## src/ctu_regs.vh

```
// Register offsets, field positions, codes and reset values of the timer unit
`ifndef CTU_REGS_VH
`define CTU_REGS_VH

`define CTU_OFF_CTRL 8'h00
`define CTU_OFF_PSC 8'h04
`define CTU_OFF_ARR 8'h08
`define CTU_OFF_CNT 8'h0c
`define CTU_OFF_CCMR 8'h10
`define CTU_OFF_CCR0 8'h14
`define CTU_OFF_CCR1 8'h18
`define CTU_OFF_CCR2 8'h1c
`define CTU_OFF_CCR3 8'h20
`define CTU_OFF_DTR 8'h24
`define CTU_OFF_SMCR 8'h28
`define CTU_OFF_STAT 8'h2c
`define CTU_OFF_IER 8'h30
`define CTU_OFF_DMAEN 8'h34

`define CTU_CTRL_EN 0
`define CTU_CTRL_DIR 1
`define CTU_CTRL_CMS_LO 2
`define CTU_CTRL_CMS_HI 3
`define CTU_CTRL_OPM 4
`define CTU_CTRL_FRZ 5
`define CTU_CTRL_KDS 6
`define CTU_CTRL_DIRSTAT 7

`define CTU_DTR_DT_HI 7
`define CTU_DTR_CPE 8
`define CTU_DTR_MOE 9

`define CTU_CH_OFF 3'h0
`define CTU_CH_CAP 3'h1
`define CTU_CH_TOGGLE 3'h2
`define CTU_CH_PWM1 3'h3
`define CTU_CH_PWM2 3'h4

`define CTU_SM_OFF 3'h0
`define CTU_SM_START 3'h1
`define CTU_SM_GATE 3'h2
`define CTU_SM_EXTCLK 3'h3
`define CTU_SM_ENC 3'h4
`define CTU_SM_HALL 3'h5

`define CTU_ST_UPD 0
`define CTU_ST_CC0 1
`define CTU_ST_TRG 5
`define CTU_ST_W 6

`define CTU_VAR_ADV 2'h0
`define CTU_VAR_FULL 2'h1
`define CTU_VAR_REDUCED 2'h2
`define CTU_VAR_BASIC 2'h3

`define CTU_RST_CTRL 8'h00
`define CTU_RST_PSC 16'h0000
`define CTU_RST_ARR 32'h0000ffff
`define CTU_RST_DTR 10'h000
`define CTU_MASK16 32'h0000ffff
`define CTU_MASK32 32'hffffffff

`endif

```

## src/ctu_timer_unused_placeholder_never.v

```verilog
// Intentionally empty
`timescale 1ns/100ps
`default_nettype none
`default_nettype wire

```

## src/ctu_deadtime.v

```verilog
// Dead-time insertion for one complementary output pair
`timescale 1ns/100ps
`default_nettype none
module ctu_deadtime (
    input wire clk_in,
    input wire resetn_in,
    input wire ref_in,
    input wire comp_en_in,
    input wire [7:0] dead_in,
    output reg p_out,
    output reg n_out
);
    reg ref_d_ff;
    reg [7:0] wait_ff;

    always @(posedge clk_in or negedge resetn_in) begin
        if (!resetn_in) begin
            ref_d_ff <= 1'b0;
            wait_ff <= 8'h00;
            p_out <= 1'b0;
            n_out <= 1'b0;
        end else if (!comp_en_in) begin
            ref_d_ff <= ref_in;
            wait_ff <= 8'h00;
            p_out <= ref_in;
            n_out <= 1'b0;
        end else if (ref_in != ref_d_ff) begin
            // Both sides off while the dead time runs
            ref_d_ff <= ref_in;
            wait_ff <= (dead_in == 8'h00) ? 8'h00 : dead_in - 8'h01;
            p_out <= (dead_in == 8'h00) ? ref_in : 1'b0;
            n_out <= (dead_in == 8'h00) ? ~ref_in : 1'b0;
        end else if (wait_ff != 8'h00) begin
            wait_ff <= wait_ff - 8'h01;
        end else begin
            p_out <= ref_d_ff;
            n_out <= ~ref_d_ff;
        end
    end
endmodule // ctu_deadtime
`default_nettype wire

```

## src/ctu_timer.v

```verilog
// Configurable timer unit: prescaler, auto-reload counter, channels, link
//
// Local design decisions: the register addresses and the address-and-strobe port.
`timescale 1ns/100ps
`default_nettype none
`include "ctu_regs.vh"

// Notes on behaviour
// - Counter is 16 or 32 bits, reloads from auto-reload, after 16-bit prescaler.
// - Prescaler divides kernel clock by any integer from 1 to 65536.
// - Advanced and full variants count up, down, up/down; others up only.
// - Advanced and full variants have four channels: capture, compare, PWM, one-pulse.
// - Reduced variants have one or two channels; basic variant has none.
// - PWM may be edge-aligned or center-aligned by configuration.
// - Advanced variant drives three complementary pairs with programmable dead time.
// - Advanced PWM reaches every duty cycle from zero to one hundred percent.
// - Timers exchange triggers to start, gate or clock one another.
// - Advanced, full and basic variants raise DMA requests; reduced ones never.
// - Full variant decodes quadrature encoders and three hall sensors.
// - Counter can freeze while the processor is halted in debug.
// - Basic variant is a 16-bit time base that triggers the DAC.
// - Kernel clock maximum of 90 or 180 MHz follows a select bit.
module ctu_timer #(
    parameter [1:0] VARIANT = `CTU_VAR_ADV,
    parameter WIDE = 0,
    parameter [2:0] REDUCED_CH = 3'h2
) (
    input wire clk_in,
    input wire resetn_in,
    input wire [7:0] addr_in,
    input wire [31:0] wdata_in,
    input wire wr_in,
    input wire rd_in,
    input wire [3:0] ch_in,
    input wire trig_in,
    input wire dbg_halt_in,
    output reg [31:0] rdata_out,
    output wire [3:0] ch_out,
    output wire [3:0] chn_out,
    output reg trgo_out,
    output reg dac_trig_out,
    output reg irq_out,
    output reg dma_req_out,
    output reg kernel_clock_double_select_out
);
    function [2:0] ch_count;
        input [1:0] v;
        begin
            case (v)
                `CTU_VAR_ADV: ch_count = 3'h4;
                `CTU_VAR_FULL: ch_count = 3'h4;
                `CTU_VAR_REDUCED: ch_count = REDUCED_CH;
                default: ch_count = 3'h0;
            endcase
        end
    endfunction

    localparam [2:0] NCH = ch_count(VARIANT);
    localparam [31:0] CMASK = (WIDE != 0) ? `CTU_MASK32 : `CTU_MASK16;
    localparam UPDOWN_OK = (VARIANT == `CTU_VAR_ADV) || (VARIANT == `CTU_VAR_FULL);
    localparam HAS_DMA = (VARIANT != `CTU_VAR_REDUCED);
    localparam IS_ADV = (VARIANT == `CTU_VAR_ADV);
    localparam IS_FULL = (VARIANT == `CTU_VAR_FULL);

    reg [7:0] ctrl_ff;
    reg [15:0] psc_ff;
    reg [15:0] psc_cnt_ff;
    reg [31:0] arr_ff;
    reg [31:0] cnt_ff;
    reg dir_ff;
    reg [15:0] ccmr_ff;
    reg [31:0] ccr_ff [0:3];
    reg [9:0] dtr_ff;
    reg [2:0] smcr_ff;
    reg [`CTU_ST_W-1:0] stat_ff;
    reg [`CTU_ST_W-1:0] ier_ff;
    reg [`CTU_ST_W-1:0] dmaen_ff;
    reg [3:0] chin_d_ff;
    reg trig_d_ff;
    reg [3:0] ref_ff;

    reg [31:0] nxt_cnt;
    reg nxt_dir;
    reg upd;
    reg up;
    reg [3:0] cc_evt;
    reg [3:0] nxt_ref;
    reg [31:0] rd_val;
    reg [`CTU_ST_W-1:0] nxt_stat;
    reg [7:0] nxt_ctrl;
    integer i;
    integer j;

    wire wr_ctrl = wr_in && (addr_in == `CTU_OFF_CTRL);
    wire wr_cnt = wr_in && (addr_in == `CTU_OFF_CNT);
    wire wr_stat = wr_in && (addr_in == `CTU_OFF_STAT);
    wire [1:0] cms_eff = UPDOWN_OK ? ctrl_ff[`CTU_CTRL_CMS_HI:`CTU_CTRL_CMS_LO] : 2'h0;
    wire dir_eff = UPDOWN_OK ? ctrl_ff[`CTU_CTRL_DIR] : 1'b0;
    wire frozen = ctrl_ff[`CTU_CTRL_FRZ] & dbg_halt_in;
    wire trig_rise = trig_in & ~trig_d_ff;
    wire enc_mode = IS_FULL && (smcr_ff == `CTU_SM_ENC);
    wire hall_mode = IS_FULL && (smcr_ff == `CTU_SM_HALL);
    wire enc_edge = (ch_in[0] != chin_d_ff[0]) || (ch_in[1] != chin_d_ff[1]);
    wire enc_up = ch_in[0] ^ chin_d_ff[1];
    wire hall_chg = hall_mode && ((^ch_in[2:0]) != (^chin_d_ff[2:0]));
    wire gate_ok = (smcr_ff != `CTU_SM_GATE) || trig_in;
    wire psc_run = ctrl_ff[`CTU_CTRL_EN] && !frozen && gate_ok;
    wire psc_tick = psc_run && (psc_cnt_ff == psc_ff);
    wire ext_tick = (smcr_ff == `CTU_SM_EXTCLK) && trig_rise && ctrl_ff[`CTU_CTRL_EN] && !frozen;
    wire cnt_tick = enc_mode ? (enc_edge && !frozen && ctrl_ff[`CTU_CTRL_EN]) :
                    (smcr_ff == `CTU_SM_EXTCLK) ? ext_tick : psc_tick;

    // Prescaler: counts 0..psc, giving a division by psc+1
    always @(posedge clk_in or negedge resetn_in) begin
        if (!resetn_in) begin
            psc_cnt_ff <= 16'h0000;
        end else if (!psc_run || psc_tick) begin
            psc_cnt_ff <= 16'h0000;
        end else begin
            psc_cnt_ff <= psc_cnt_ff + 16'h0001;
        end
    end

    // Counter step and update event
    always @* begin
        nxt_cnt = cnt_ff;
        nxt_dir = dir_ff;
        upd = 1'b0;
        up = 1'b1;
        if (wr_cnt) begin
            nxt_cnt = wdata_in & CMASK;
        end else if (hall_chg) begin
            nxt_cnt = 32'h0;
        end else if (cnt_tick) begin
            if (cms_eff == 2'h0 || enc_mode) begin
                up = enc_mode ? enc_up : ~dir_eff;
                nxt_dir = ~up;
                if (up) begin
                    if (cnt_ff >= arr_ff) begin
                        nxt_cnt = 32'h0;
                        upd = ~enc_mode | (cnt_ff == arr_ff);
                    end else begin
                        nxt_cnt = (cnt_ff + 32'h1) & CMASK;
                    end
                end else begin
                    if (cnt_ff == 32'h0) begin
                        nxt_cnt = arr_ff;
                        upd = 1'b1;
                    end else begin
                        nxt_cnt = cnt_ff - 32'h1;
                    end
                end
            end else if (!dir_ff) begin
                // Center-aligned: turn at the auto-reload value and at zero
                if (cnt_ff >= arr_ff) begin
                    nxt_dir = 1'b1;
                    nxt_cnt = (arr_ff == 32'h0) ? 32'h0 : arr_ff - 32'h1;
                    upd = 1'b1;
                end else begin
                    nxt_cnt = (cnt_ff + 32'h1) & CMASK;
                end
            end else begin
                if (cnt_ff == 32'h0) begin
                    nxt_dir = 1'b0;
                    nxt_cnt = (arr_ff == 32'h0) ? 32'h0 : 32'h1;
                    upd = 1'b1;
                end else begin
                    nxt_cnt = cnt_ff - 32'h1;
                end
            end
        end
    end

    // Channel reference levels and capture/compare events
    always @* begin
        nxt_ref = ref_ff;
        cc_evt = 4'h0;
        for (i = 0; i < 4; i = i + 1) begin
            if (i < NCH) begin
                case (ccmr_ff[4*i +: 3])
                    `CTU_CH_CAP: begin
                        nxt_ref[i] = 1'b0;
                        cc_evt[i] = (ch_in[i] & ~chin_d_ff[i]) | ((i == 0) && hall_chg);
                    end
                    `CTU_CH_TOGGLE: begin
                        cc_evt[i] = cnt_tick && (cnt_ff == ccr_ff[i]);
                        nxt_ref[i] = ref_ff[i] ^ cc_evt[i];
                    end
                    `CTU_CH_PWM1: begin
                        // Compare of zero gives 0 %, above reload gives 100 %
                        nxt_ref[i] = (cnt_ff < ccr_ff[i]);
                        cc_evt[i] = cnt_tick && (cnt_ff == ccr_ff[i]);
                    end
                    `CTU_CH_PWM2: begin
                        nxt_ref[i] = ~(cnt_ff < ccr_ff[i]);
                        cc_evt[i] = cnt_tick && (cnt_ff == ccr_ff[i]);
                    end
                    default: begin
                        nxt_ref[i] = 1'b0;
                    end
                endcase
            end else begin
                nxt_ref[i] = 1'b0;
            end
        end
    end

    // Sticky status: hardware set wins over the write-one clear
    always @* begin
        nxt_stat = stat_ff;
        if (wr_stat) begin
            nxt_stat = stat_ff & ~wdata_in[`CTU_ST_W-1:0];
        end
        nxt_stat[`CTU_ST_UPD] = nxt_stat[`CTU_ST_UPD] | upd;
        nxt_stat[`CTU_ST_CC0 +: 4] = nxt_stat[`CTU_ST_CC0 +: 4] | cc_evt;
        nxt_stat[`CTU_ST_TRG] = nxt_stat[`CTU_ST_TRG] | (trig_rise && (smcr_ff != `CTU_SM_OFF));
    end

    // Control with hardware start on trigger and stop after one pulse
    always @* begin
        nxt_ctrl = ctrl_ff;
        if (wr_ctrl) begin
            nxt_ctrl = wdata_in[7:0];
            nxt_ctrl[`CTU_CTRL_DIRSTAT] = 1'b0;
        end
        if ((smcr_ff == `CTU_SM_START) && trig_rise) begin
            nxt_ctrl[`CTU_CTRL_EN] = 1'b1;
        end
        if (upd && ctrl_ff[`CTU_CTRL_OPM]) begin
            nxt_ctrl[`CTU_CTRL_EN] = 1'b0;
        end
    end

    always @(posedge clk_in or negedge resetn_in) begin
        if (!resetn_in) begin
            ctrl_ff <= `CTU_RST_CTRL;
            psc_ff <= `CTU_RST_PSC;
            arr_ff <= `CTU_RST_ARR;
            cnt_ff <= 32'h0;
            dir_ff <= 1'b0;
            ccmr_ff <= 16'h0000;
            for (j = 0; j < 4; j = j + 1) begin
                ccr_ff[j] <= 32'h0;
            end
            dtr_ff <= `CTU_RST_DTR;
            smcr_ff <= `CTU_SM_OFF;
            stat_ff <= {`CTU_ST_W{1'b0}};
            ier_ff <= {`CTU_ST_W{1'b0}};
            dmaen_ff <= {`CTU_ST_W{1'b0}};
            chin_d_ff <= 4'h0;
            trig_d_ff <= 1'b0;
            ref_ff <= 4'h0;
        end else begin
            ctrl_ff <= nxt_ctrl;
            cnt_ff <= nxt_cnt;
            dir_ff <= nxt_dir;
            stat_ff <= nxt_stat;
            ref_ff <= nxt_ref;
            chin_d_ff <= ch_in;
            trig_d_ff <= trig_in;
            for (j = 0; j < 4; j = j + 1) begin
                if (cc_evt[j] && (ccmr_ff[4*j +: 3] == `CTU_CH_CAP)) begin
                    ccr_ff[j] <= cnt_ff;
                end else if (wr_in && (addr_in == `CTU_OFF_CCR0 + 8'h04 * j[7:0])) begin
                    ccr_ff[j] <= wdata_in & CMASK;
                end
            end
            if (wr_in) begin
                case (addr_in)
                    `CTU_OFF_PSC: psc_ff <= wdata_in[15:0];
                    `CTU_OFF_ARR: arr_ff <= wdata_in & CMASK;
                    `CTU_OFF_CCMR: ccmr_ff <= wdata_in[15:0];
                    `CTU_OFF_DTR: dtr_ff <= wdata_in[9:0];
                    `CTU_OFF_SMCR: smcr_ff <= wdata_in[2:0];
                    `CTU_OFF_IER: ier_ff <= wdata_in[`CTU_ST_W-1:0];
                    `CTU_OFF_DMAEN: dmaen_ff <= wdata_in[`CTU_ST_W-1:0];
                    default: begin
                    end
                endcase
            end
        end
    end

    // Read mux
    always @* begin
        rd_val = 32'h0;
        case (addr_in)
            `CTU_OFF_CTRL: rd_val = {24'h0, dir_ff, ctrl_ff[6:0]};
            `CTU_OFF_PSC: rd_val = {16'h0, psc_ff};
            `CTU_OFF_ARR: rd_val = arr_ff;
            `CTU_OFF_CNT: rd_val = cnt_ff;
            `CTU_OFF_CCMR: rd_val = {16'h0, ccmr_ff};
            `CTU_OFF_CCR0: rd_val = ccr_ff[0];
            `CTU_OFF_CCR1: rd_val = ccr_ff[1];
            `CTU_OFF_CCR2: rd_val = ccr_ff[2];
            `CTU_OFF_CCR3: rd_val = ccr_ff[3];
            `CTU_OFF_DTR: rd_val = {22'h0, dtr_ff};
            `CTU_OFF_SMCR: rd_val = {29'h0, smcr_ff};
            `CTU_OFF_STAT: rd_val = {26'h0, stat_ff};
            `CTU_OFF_IER: rd_val = {26'h0, ier_ff};
            `CTU_OFF_DMAEN: rd_val = {26'h0, dmaen_ff};
            default: rd_val = 32'h0;
        endcase
    end

    // Registered outputs
    always @(posedge clk_in or negedge resetn_in) begin
        if (!resetn_in) begin
            rdata_out <= 32'h0;
            trgo_out <= 1'b0;
            dac_trig_out <= 1'b0;
            irq_out <= 1'b0;
            dma_req_out <= 1'b0;
            kernel_clock_double_select_out <= 1'b0;
        end else begin
            rdata_out <= rd_in ? rd_val : 32'h0;
            trgo_out <= upd;
            dac_trig_out <= upd && (VARIANT == `CTU_VAR_BASIC);
            irq_out <= |(nxt_stat & ier_ff);
            dma_req_out <= HAS_DMA && (|(nxt_stat & dmaen_ff));
            kernel_clock_double_select_out <= nxt_ctrl[`CTU_CTRL_KDS];
        end
    end

    // Output stages: complementary pairs with dead time on the first three
    genvar g;
    generate
        for (g = 0; g < 4; g = g + 1) begin : g_out
            wire moe_ok = !IS_ADV || dtr_ff[`CTU_DTR_MOE];
            wire comp_ok = IS_ADV && (g < 3) && dtr_ff[`CTU_DTR_CPE] && dtr_ff[`CTU_DTR_MOE];
            ctu_deadtime u_dt (
                .clk_in(clk_in),
                .resetn_in(resetn_in),
                .ref_in(ref_ff[g] & moe_ok),
                .comp_en_in(comp_ok),
                .dead_in(dtr_ff[`CTU_DTR_DT_HI:0]),
                .p_out(ch_out[g]),
                .n_out(chn_out[g])
            );
        end
    endgenerate
endmodule // ctu_timer
`default_nettype wire

```

## config.mk

```make
export PLATFORM = sky130hd
export DESIGN_NAME = ctu_timer
export DESIGN_NICKNAME = d
export VERILOG_FILES = /design/src/ctu_timer_unused_placeholder_never.v /design/src/ctu_deadtime.v /design/src/ctu_timer.v
export VERILOG_INCLUDE_DIRS = /design/src
export SDC_FILE = /design/constraint.sdc
export NUM_CORES = 1
export LEC_CHECK = 0
export BUFFER_PORTS_ARGS = -buffer_cell sky130_fd_sc_hd__buf_4
export CORE_ASPECT_RATIO = 1.75
export CORE_MARGIN = 2
export CORE_UTILIZATION = 60
export DETAILED_ROUTE_END_ITERATION = 10
export PLACE_DENSITY = 0.78
export SYNTH_ARGS = -nofsm -noshare
export SYNTH_HDL_FRONTEND = slang
export SYNTH_HIERARCHICAL = 1
export SYNTH_SLANG_ARGS = --single-unit
```

## constraint.sdc

```tcl
create_clock -name clk_in -period 4.23 [get_ports clk_in]
set_clock_uncertainty 0.05 [all_clocks]
set_input_delay 0.846 -clock clk_in [delete_from_list [all_inputs] [get_ports clk_in]]
set_output_delay 0.846 -clock clk_in [all_outputs]
set_load 0.1 [all_outputs]
```

== Word level (Yosys, flattened, before mapping) ==
Index checks and enable logic that the tools add are counted.
Operators by class
  equality and inequality tests: 49
  $lt $le $gt $ge: 5
  $mul: 0
  bitwise logic cells: 37
  multiplexer cells: 85
  div/mod/pow operators: 0
  shift-type cells: 0
  reduce and logical (&&, ||, !) cells: 58
  add/subtract/negate cells: 8
Operator list (count)
  32-bit 2-to-1 mux: 18
  32-bit one-hot mux with 14 select lines: 1
  32-bit equality test: 4
  32-bit < comparator: 4
  8-bit 2-to-1 mux: 10
  32-bit zero test: 2
  8-bit by 6-bit equality test with 1-bit output (second input constant): 6
  1-bit 2-to-1 mux: 45
  16-bit by 1-bit adder with 16-bit output (second input constant): 2
  8-bit by 5-bit equality test with 1-bit output (second input constant): 4
  32-bit by 16-bit >= comparator with 1-bit output: 1
  16-bit 2-to-1 mux: 2
  32-bit by 1-bit subtractor with 32-bit output (second input constant): 1
  8-bit by 1-bit subtractor with 8-bit output (second input constant): 4
  3-bit by 2-bit equality test with 1-bit output (second input constant): 9
  1-bit logical AND: 25
  8-bit nonzero test: 3
  6-bit bitwise AND: 3
  16-bit by 1-bit subtractor with 17-bit output (second input constant): 1
  16-bit equality test: 1
  8-bit by 4-bit equality test with 1-bit output (second input constant): 2
  8-bit zero test: 2
  1-bit NOT: 16
  2-bit AND reduction: 8
  24 further kinds: 68
Word-level totals
  bits in latches: 0
  flip-flop bits (word level): 341
  memory bits (read-only): 0
  bits of input ports: 50
  bits in writable memories: 0
  word-level logic and storage cells: 280
  output and inout bits: 45
  memories kept: 0

== Logic depth before layout (Yosys ltp) ==
Gate-level depths: netlist of run 1.
  depth after elaboration: 11
  gate-level depth with buffers: 11
  gate-level depth less buffers: 9

== Modules after synthesis ==
The synthesis of run 1 kept the hierarchy.
Modules (own cells, without submodules)
  ctu_timer: seq. area each 7702.4 um^2, area an instance 19398.6 um^2, cells each 2129, instances 1
  ctu_deadtime: seq. area each 275.3 um^2, area an instance 833.3 um^2, cells each 91, instances 4

== Worst setup path after synthesis of run 1 ==
No wires, ideal clock.
  path kind: register -> register
  start: register arr_ff[13]
  end: register cnt_ff[10]
  setup time: 137 ps
  required time: 4043 ps
  setup slack: 1304 ps
  cell stages (with the launch flop): 12
  arrival: 2738 ps
  path buffers: 2
  period minus slack after synthesis: 2926 ps
  cells stage by stage: dfstp_2 -> clkbuf_1 -> inv_1 -> ha_1 -> nand4_1 -> nor3_1 -> or4b_2 -> nand3_2 -> buf_6 -> nor3_1 -> a2111oi_0 -> nor3_1
Between the ends
  cells in the longest elaborated chain, start to end: 7
  elaborated cells on any way between the ends: 10
  classes of those cells: order compare (1); mux (8); reduce/logical (1)
RTL lines
  start: declaration: line ctu_timer.v:68  | reg [31:0] arr_ff;
  start signal: assignment: line ctu_timer.v:238  | arr_ff <= `CTU_RST_ARR;
  start signal: assignment: line ctu_timer.v:271  | `CTU_OFF_ARR: arr_ff <= wdata_in & CMASK;
  branches (longest 4 deep; another with 32-bit by 16-bit >= comparator with 1-bit output)
  32-bit 2-to-1 mux (*): line ctu_timer.v:135  | if (cms_eff == 2'h0 || enc_mode) begin
  32-bit 2-to-1 mux (*): line ctu_timer.v:134  | end else if (cnt_tick) begin
  32-bit 2-to-1 mux (*): line ctu_timer.v:130  | if (wr_cnt) begin
  end signal: assignment: line ctu_timer.v:255  | cnt_ff <= nxt_cnt;
  end: declaration: line ctu_timer.v:69  | reg [31:0] cnt_ff;
Mark *: on every way between the ends. The select of a mux whose other input is x is not followed.
A chain may end at the register's enable or synchronous reset.

== Worst setup path in the final report of run 1 ==
  start: register cnt_ff[0]
  end: register dma_req_out
Between the ends
  cells in the longest elaborated chain, start to end: 9
  elaborated cells on any way between the ends: 25
  classes of those cells: order compare (1); eq/ne (4); mux (11); bitwise (3); reduce/logical (6)
RTL lines
  32-bit by 16-bit >= comparator with 1-bit output / 32-bit zero test (equally long branches)
  1-bit 2-to-1 mux, on equally long branches
  1-bit 2-to-1 mux, on equally long branches: line ctu_timer.v:153, ctu_timer.v:138
  1-bit 2-to-1 mux: line ctu_timer.v:135
  1-bit 2-to-1 mux: line ctu_timer.v:134
  1-bit 2-to-1 mux: line ctu_timer.v:130
  1-bit bitwise OR: line ctu_timer.v:214  | nxt_stat[`CTU_ST_UPD] = nxt_stat[`CTU_ST_UPD] | upd;
  6-bit bitwise AND (*): line ctu_timer.v:320  | dma_req_out <= HAS_DMA && (|(nxt_stat & dmaen_ff));
  6-bit OR reduction (*): line ctu_timer.v:320
  end signal: assignment: line ctu_timer.v:320
  end: declaration: line ctu_timer.v:43  | output reg dma_req_out,
Every way passes the cells marked *; elsewhere a longest branch is shown, timed or not.

==> flow_metrics.tcl, run 1 <==
set metrics [dict create \
    tritoncts "built" \
    ios 95 \
    wl_um 72200 \
    clock_latency_ps 540 \
    yosys_warnings 6 \
    path_buf_inv 1 \
    pwr_density_cell_mw_per_mm2 452 \
    arrival_ps 4070 \
    root_buffer "clkbuf_16" \
    final_max_slew_viol_count 0 \
    vias 20000 \
    grt_pass1_wl_um 111000 \
    antenna_found_initial 0 \
    h-tree-depth 2 \
    vias_per_cell 6.60 \
    layout_common_cells "dfrtp_1 (335), nand2_1 (323), inv_1 (189), o21ai_0 (187), ha_1 (164)" \
    peakVddDrop_mv 0.420 \
    crit_fanout 11 \
    place_area_sq_mm 0.0238 \
    clock-sinks 351 \
    ant_nets 0 \
    slowest_stage "a2111oi_0" \
    die_y_um 261 \
    synthFlopType "dfrtp_1" \
    drtIter0Drc 1519 \
    drc 0 \
    synth_seq_area_share_pct 38.7 \
    hold_path.class "in -> async" \
    cts_resized 0 \
    overflow 0 \
    critPathKind "reg -> reg" \
    fp-row-count 94 \
    post-route-period-util_pct 88.2 \
    whs_ps 226 \
    start_util_pct 60.6 \
    finalSetupTns_ps 0 \
    cp_data_required_time_ps 4570 \
    cts_made_buffers 35 \
    clk_pin_slew_worst_paths_ps 60 \
    syn_inst 2493 \
    hold_viol 0 \
    synth.distinct_cells 93 \
    p_leak_nw 11.5 \
    holdBufCountCts 0 \
    hpwl_um 52100 \
    avgSynthCellArea_sq_um 9.12 \
    status "complete, no violations" \
    cp_top_family "simple AND/OR/NAND/NOR gates" \
    area_growth_pct 9.90 \
    async_flop_share_pct 100 \
    tightest_slew_ps 1090 \
    dr.pass1.iters 9 \
    slowest_delay_ps 670 \
    crit_path_start_kind "flop" \
    syn_area_sq_mm 0.0227 \
    final.min_clock_period_ps 3730 \
    clockBufferDepth 3 \
    fp.dieArea_sq_mm 0.0395 \
    relSlewSlack_pct 27.1 \
    core-area_sq_mm 0.0375 \
    wl_per_cell_um 23.9 \
    end_kind "flop" \
    nets 2737 \
    synth-edff-count 0 \
    fmax_ghz 0.268 \
    drive_gt1_share_pct 13.8 \
    diodes 0 \
    final_common_cell "dfrtp_1" \
    port_buffers 77 \
    maxCapViolCount 0 \
    die_x_um 151 \
    grt_pass1_vias 20300 \
    synth_seq_cells 351 \
    gp_congestion 0.993 \
    crit_chain "inv_1 > ha_1 > nand2b_1 > a2111oi_0 > or4b_2 > nand3_2 > mux2i_1 > nor3b_1 > or4_1" \
    rsz0062_at_grt "false" \
    final-setup-viol-count 0 \
    gr-usage-all-layers_pct 36.9 \
    post-cts-setup-buffers 0 \
    stdcell_area_sq_mm 0.0250 \
    grt_start_max_net_pins 85 \
]
## cell type report
cell class / instances / area (sq um)
multi-input cells: 1809 / 12600
fillers: 3011 / 12500
flip-flops and latches: 351 / 8800
repair buffers: 137 / 1070
clock buffers: 50 / 1020
inverters: 189 / 709
well taps: 480 / 601
clock inverters: 11 / 160
## cell usage after synthesis, types with 22 or more instances
cell type / instances / area share [%]
clkbuf_1: 108 / 1.8
nand3_1: 56 / 1.2
nor2_1: 121 / 2.0
a21oi_1: 106 / 2.3
a222oi_1: 22 / 0.97
o22ai_1: 27 / 0.74
nand4_1: 45 / 1.2
mux2i_1: 86 / 3.8
a221oi_1: 24 / 0.92
a31oi_1: 25 / 0.69
dfrtp_1: 335 / 37
a22oi_1: 59 / 1.9
nor3b_1: 26 / 0.86
xor2_1: 57 / 2.2
mux2_2: 81 / 4.0
nand2_1: 323 / 5.3
ha_1: 164 / 9.0
nor3_1: 46 / 1.0
xnor2_1: 49 / 1.9
nor4_1: 30 / 0.83
o21ai_0: 187 / 4.1
inv_1: 189 / 3.1
## registers in the layout, indices dropped and copies added (netlist names), 6 cells and up
| name | cells |
|---|---|
| arr_ff | 16 |
| ccmr_ff | 16 |
| ccr_ff | 128 |
| cnt_ff | 32 |
| ctrl_ff | 6 |
| dmaen_ff | 6 |
| dtr_ff | 10 |
| g_out.u_dt/wait_ff | 32 |
| ier_ff | 6 |
| psc_cnt_ff | 16 |
| psc_ff | 16 |
| rdata_out | 32 |
| stat_ff | 6 |
## where the power goes
| part | switching, mW | internal [mW] | leakage, nW |
|---|---|---|---|
| Sequential | 0.623 | 3.70 | 4.73 |
| Clock | 1.35 | 1.93 | 0.578 |
| Combinational | 2.17 | 1.51 | 6.19 |
| Total | 4.14 | 7.15 | 11.5 |
## worst paths after layout
check,from,end,slack (ps),depth (start not counted)
worst max-delay path,cnt_ff[0],dma_req_out,500,9
worst min-delay path,resetn_in,ccr_ff[44],230,1
worst max register to register,cnt_ff[0],dma_req_out,500,9
worst min register to register,ccmr_ff[15],ccmr_ff[15],460,1
max in group asynchronous,resetn_in,cnt_ff[23],2820,2
min in group clk_in,ch_in[2],chin_d_ff[2],380,1
## stage by stage
stage / power (mW) / std cells / utilization, % / setup WS [ps]
after floorplan: 6.71 / 2494 / - / 1300
after global placement: 7.79 / 2966 / 63.4 / 633
after detailed placement: 7.93 / 2966 / 63.4 / 608
after CTS: 11.2 / 3027 / 66.6 / 588
after global routing: 11.8 / 3027 / 66.6 / 389
final: 11.3 / 3027 / 66.6 / 501
## layer usage
layer	GRT usage (%)	wire length [um]	vias up	share of wire [%]
li1	-	-	8993	-
met3	5.84	5000	330	6.9
met1	40.4	24600	9719	34
met5	0	0	-	0
met2	63.5	36200	935	50
met4	28.4	6380	0	8.8
## kinds of logic after synthesis
logic type | count (synthesis) | synth area share (%)
xor gates and xnor gates | 106 | 4.08
muxes | 171 | 8.06
buffers and inverters | 334 | 5.96
DFF | 351 | 38.7
adders and majority gates | 164 | 9.03
AOI/OAI and AO/OA | 590 | 17.0
and+or+nand+nor | 776 | 17.1
other | 1 | 0.0165
(Power assumes the default switching activity.)
==> run 2, diff against run 1 <==
--- a/config.mk
+++ b/config.mk
@@ -7,7 +7,7 @@
 export NUM_CORES = 1
 export LEC_CHECK = 0
 export BUFFER_PORTS_ARGS = -buffer_cell sky130_fd_sc_hd__buf_4
-export CORE_ASPECT_RATIO = 1.75
+export CORE_ASPECT_RATIO = 1.5
 export CORE_MARGIN = 2
 export CORE_UTILIZATION = 60
 export DETAILED_ROUTE_END_ITERATION = 10
==> run 2 against run 1 <==
Combinational power about the same; clock-buffer cell count shrank 2; register-to-register slack better by 20 ps; die area is essentially flat; clock power is 2% higher; hold slack gained 27 ps; cell area up 0.18%; largest power group unchanged; flip-flop and latch count unchanged; critical path type unchanged; cell count is 0.33% higher.
==> flow_metrics.tcl, run 2 (synthesized netlist as in run 1, its figures left out) <==
set metrics [dict create \
    status "complete, no violations" \
    r2r-start "cnt_ff[0]" \
    met3_usage_pct 5.07 \
    rsz0062_at_grt "false" \
    cts_resized 0 \
    final_max_slew_viol_count 0 \
    regArea_sq_mm 0.00880 \
    post-route-period-util_pct 87.7 \
    max_flop_register "ccr_ff" \
    holdBufCountCts 0 \
    h-tree-depth 2 \
    port_buffers 77 \
    use_met2_pct 60.3 \
    hold_viol 0 \
    relSlewSlack_pct 19.3 \
    drtIter0Drc 1747 \
    arrival_ps 4060 \
    cp_data_required_time_ps 4580 \
    cts_made_buffers 36 \
    nFillCells 3016 \
    gp_congestion 0.993 \
    hold_path.class "in -> async" \
    cp_top_family "simple AND/OR/NAND/NOR gates" \
    dr.pass1.iters 7 \
    end_kind "flop" \
    drc 0 \
    overflow 0 \
    busiest_layer "met2" \
    wl_per_cell_um 23.3 \
    diodes 0 \
    grt_pass1_wl_um 111000 \
    gr-usage-all-layers_pct 35.9 \
    clockBufferDepth 3 \
    clock_latency_ps 540 \
    vias_per_cell 6.62 \
    crit_chain "inv_1 > ha_1 > nand2b_1 > a2111oi_0 > or4b_2 > nand3_2 > mux2i_1 > buf_4 > nor3b_1 > or4_1" \
    wl_um 70800 \
    crit_path_start_kind "flop" \
    nets 2738 \
    ios 95 \
    tritoncts "built" \
    slowest_stage "a2111oi_0" \
    post-cts-setup-buffers 0 \
    final-setup-viol-count 0 \
    largest_register_ff_count 128 \
    die_y_um 242 \
    start_util_pct 60.7 \
    grt_start_max_net_pins 97 \
    tightest_slew_ps 1210 \
    ant_nets 0 \
    die_x_um 163 \
    pwr_density_cell_mw_per_mm2 453 \
    dp.cells 2975 \
    slowest_delay_ps 830 \
    root_buffer "clkbuf_16" \
    area_growth_pct 10.1 \
    fp-row-count 87 \
    critPathKind "reg -> reg" \
    clk_pin_slew_worst_paths_ps 60 \
    clock-sinks 351 \
    fp.dieArea_sq_mm 0.0395 \
    ff2ff_path_depth 10 \
    antenna_found_initial 1 \
    peakVddDrop_mv 0.369 \
    met1_usage_pct 41.5 \
    crit_fanout 15 \
    finalSetupTns_ps 0 \
    multi_input_area_sq_mm 0.0126 \
    fmax_ghz 0.269 \
    reg2reg_to "irq_out" \
    path_buf_inv 2 \
    vias 20100 \
    final_common_cell "dfrtp_1" \
    maxCapViolCount 0 \
    final.min_clock_period_ps 3710 \
    regToRegSetupSlack_ps 520 \
    grt_pass1_vias 20500 \
    p_leak_nw 11.5 \
    drive_gt1_share_pct 13.9 \
    layout_common_cells "dfrtp_1 (335), nand2_1 (323), inv_1 (189), o21ai_0 (187), ha_1 (164)" \
    final_cells 3037 \
    core-area_sq_mm 0.0374 \
    hpwl_um 50200 \
]
==> run 2: power by group <==
group	switching [mW]	internal, mW	total (mW)
Sequential	0.605	3.70	4.31
Clock	1.37	2.00	3.36
Combinational	2.14	1.52	3.66
Total	4.11	7.22	11.3
==> run 2: routing by layer <==
metal  vias up  wire, um  part of all wire [%]
met5         -        13                 0.018
li1       8996         -                     -
met2       977     34400                    49
met1      9812     25800                    36
met3       315      4800                   6.8
met4         2      5730                   8.1
==> run 2: final cells by class <==
cell class              count  area share [%]
multi-input cells        1809            50.4
flip-flops and latches    351            35.2
repair buffers            137            4.29
clock buffers              48            4.06
inverters                 189            2.83
well taps                 489            2.44
clock inverters            14           0.805
==> run 2: metrics by stage <==
stage / utilization (%) / area, sq um / setup slack, ps / power, mW / hold WS, ps
after floorplan: - / 22700 / 1300 / 6.71 / 382
after global placement: 63.6 / 23800 / 591 / 7.77 / 437
after detailed placement: 63.6 / 23800 / 653 / 7.92 / 448
after CTS: 66.8 / 25000 / 622 / 11.3 / 317
after global routing: 66.8 / 25000 / 491 / 11.9 / 352
final: 66.8 / 25000 / 519 / 11.3 / 253
==> run 2: worst max-delay path by stage <==
stage	from	to	slack, ps	cells after the start
after floorplan	arr_ff[13]	cnt_ff[10]	1300	11
after global placement	cnt_ff[0]	dma_req_out	590	10
after detailed placement	cnt_ff[0]	irq_out	650	10
after CTS	cnt_ff[0]	irq_out	620	10
after global routing	cnt_ff[0]	irq_out	490	10
final	cnt_ff[0]	irq_out	520	10
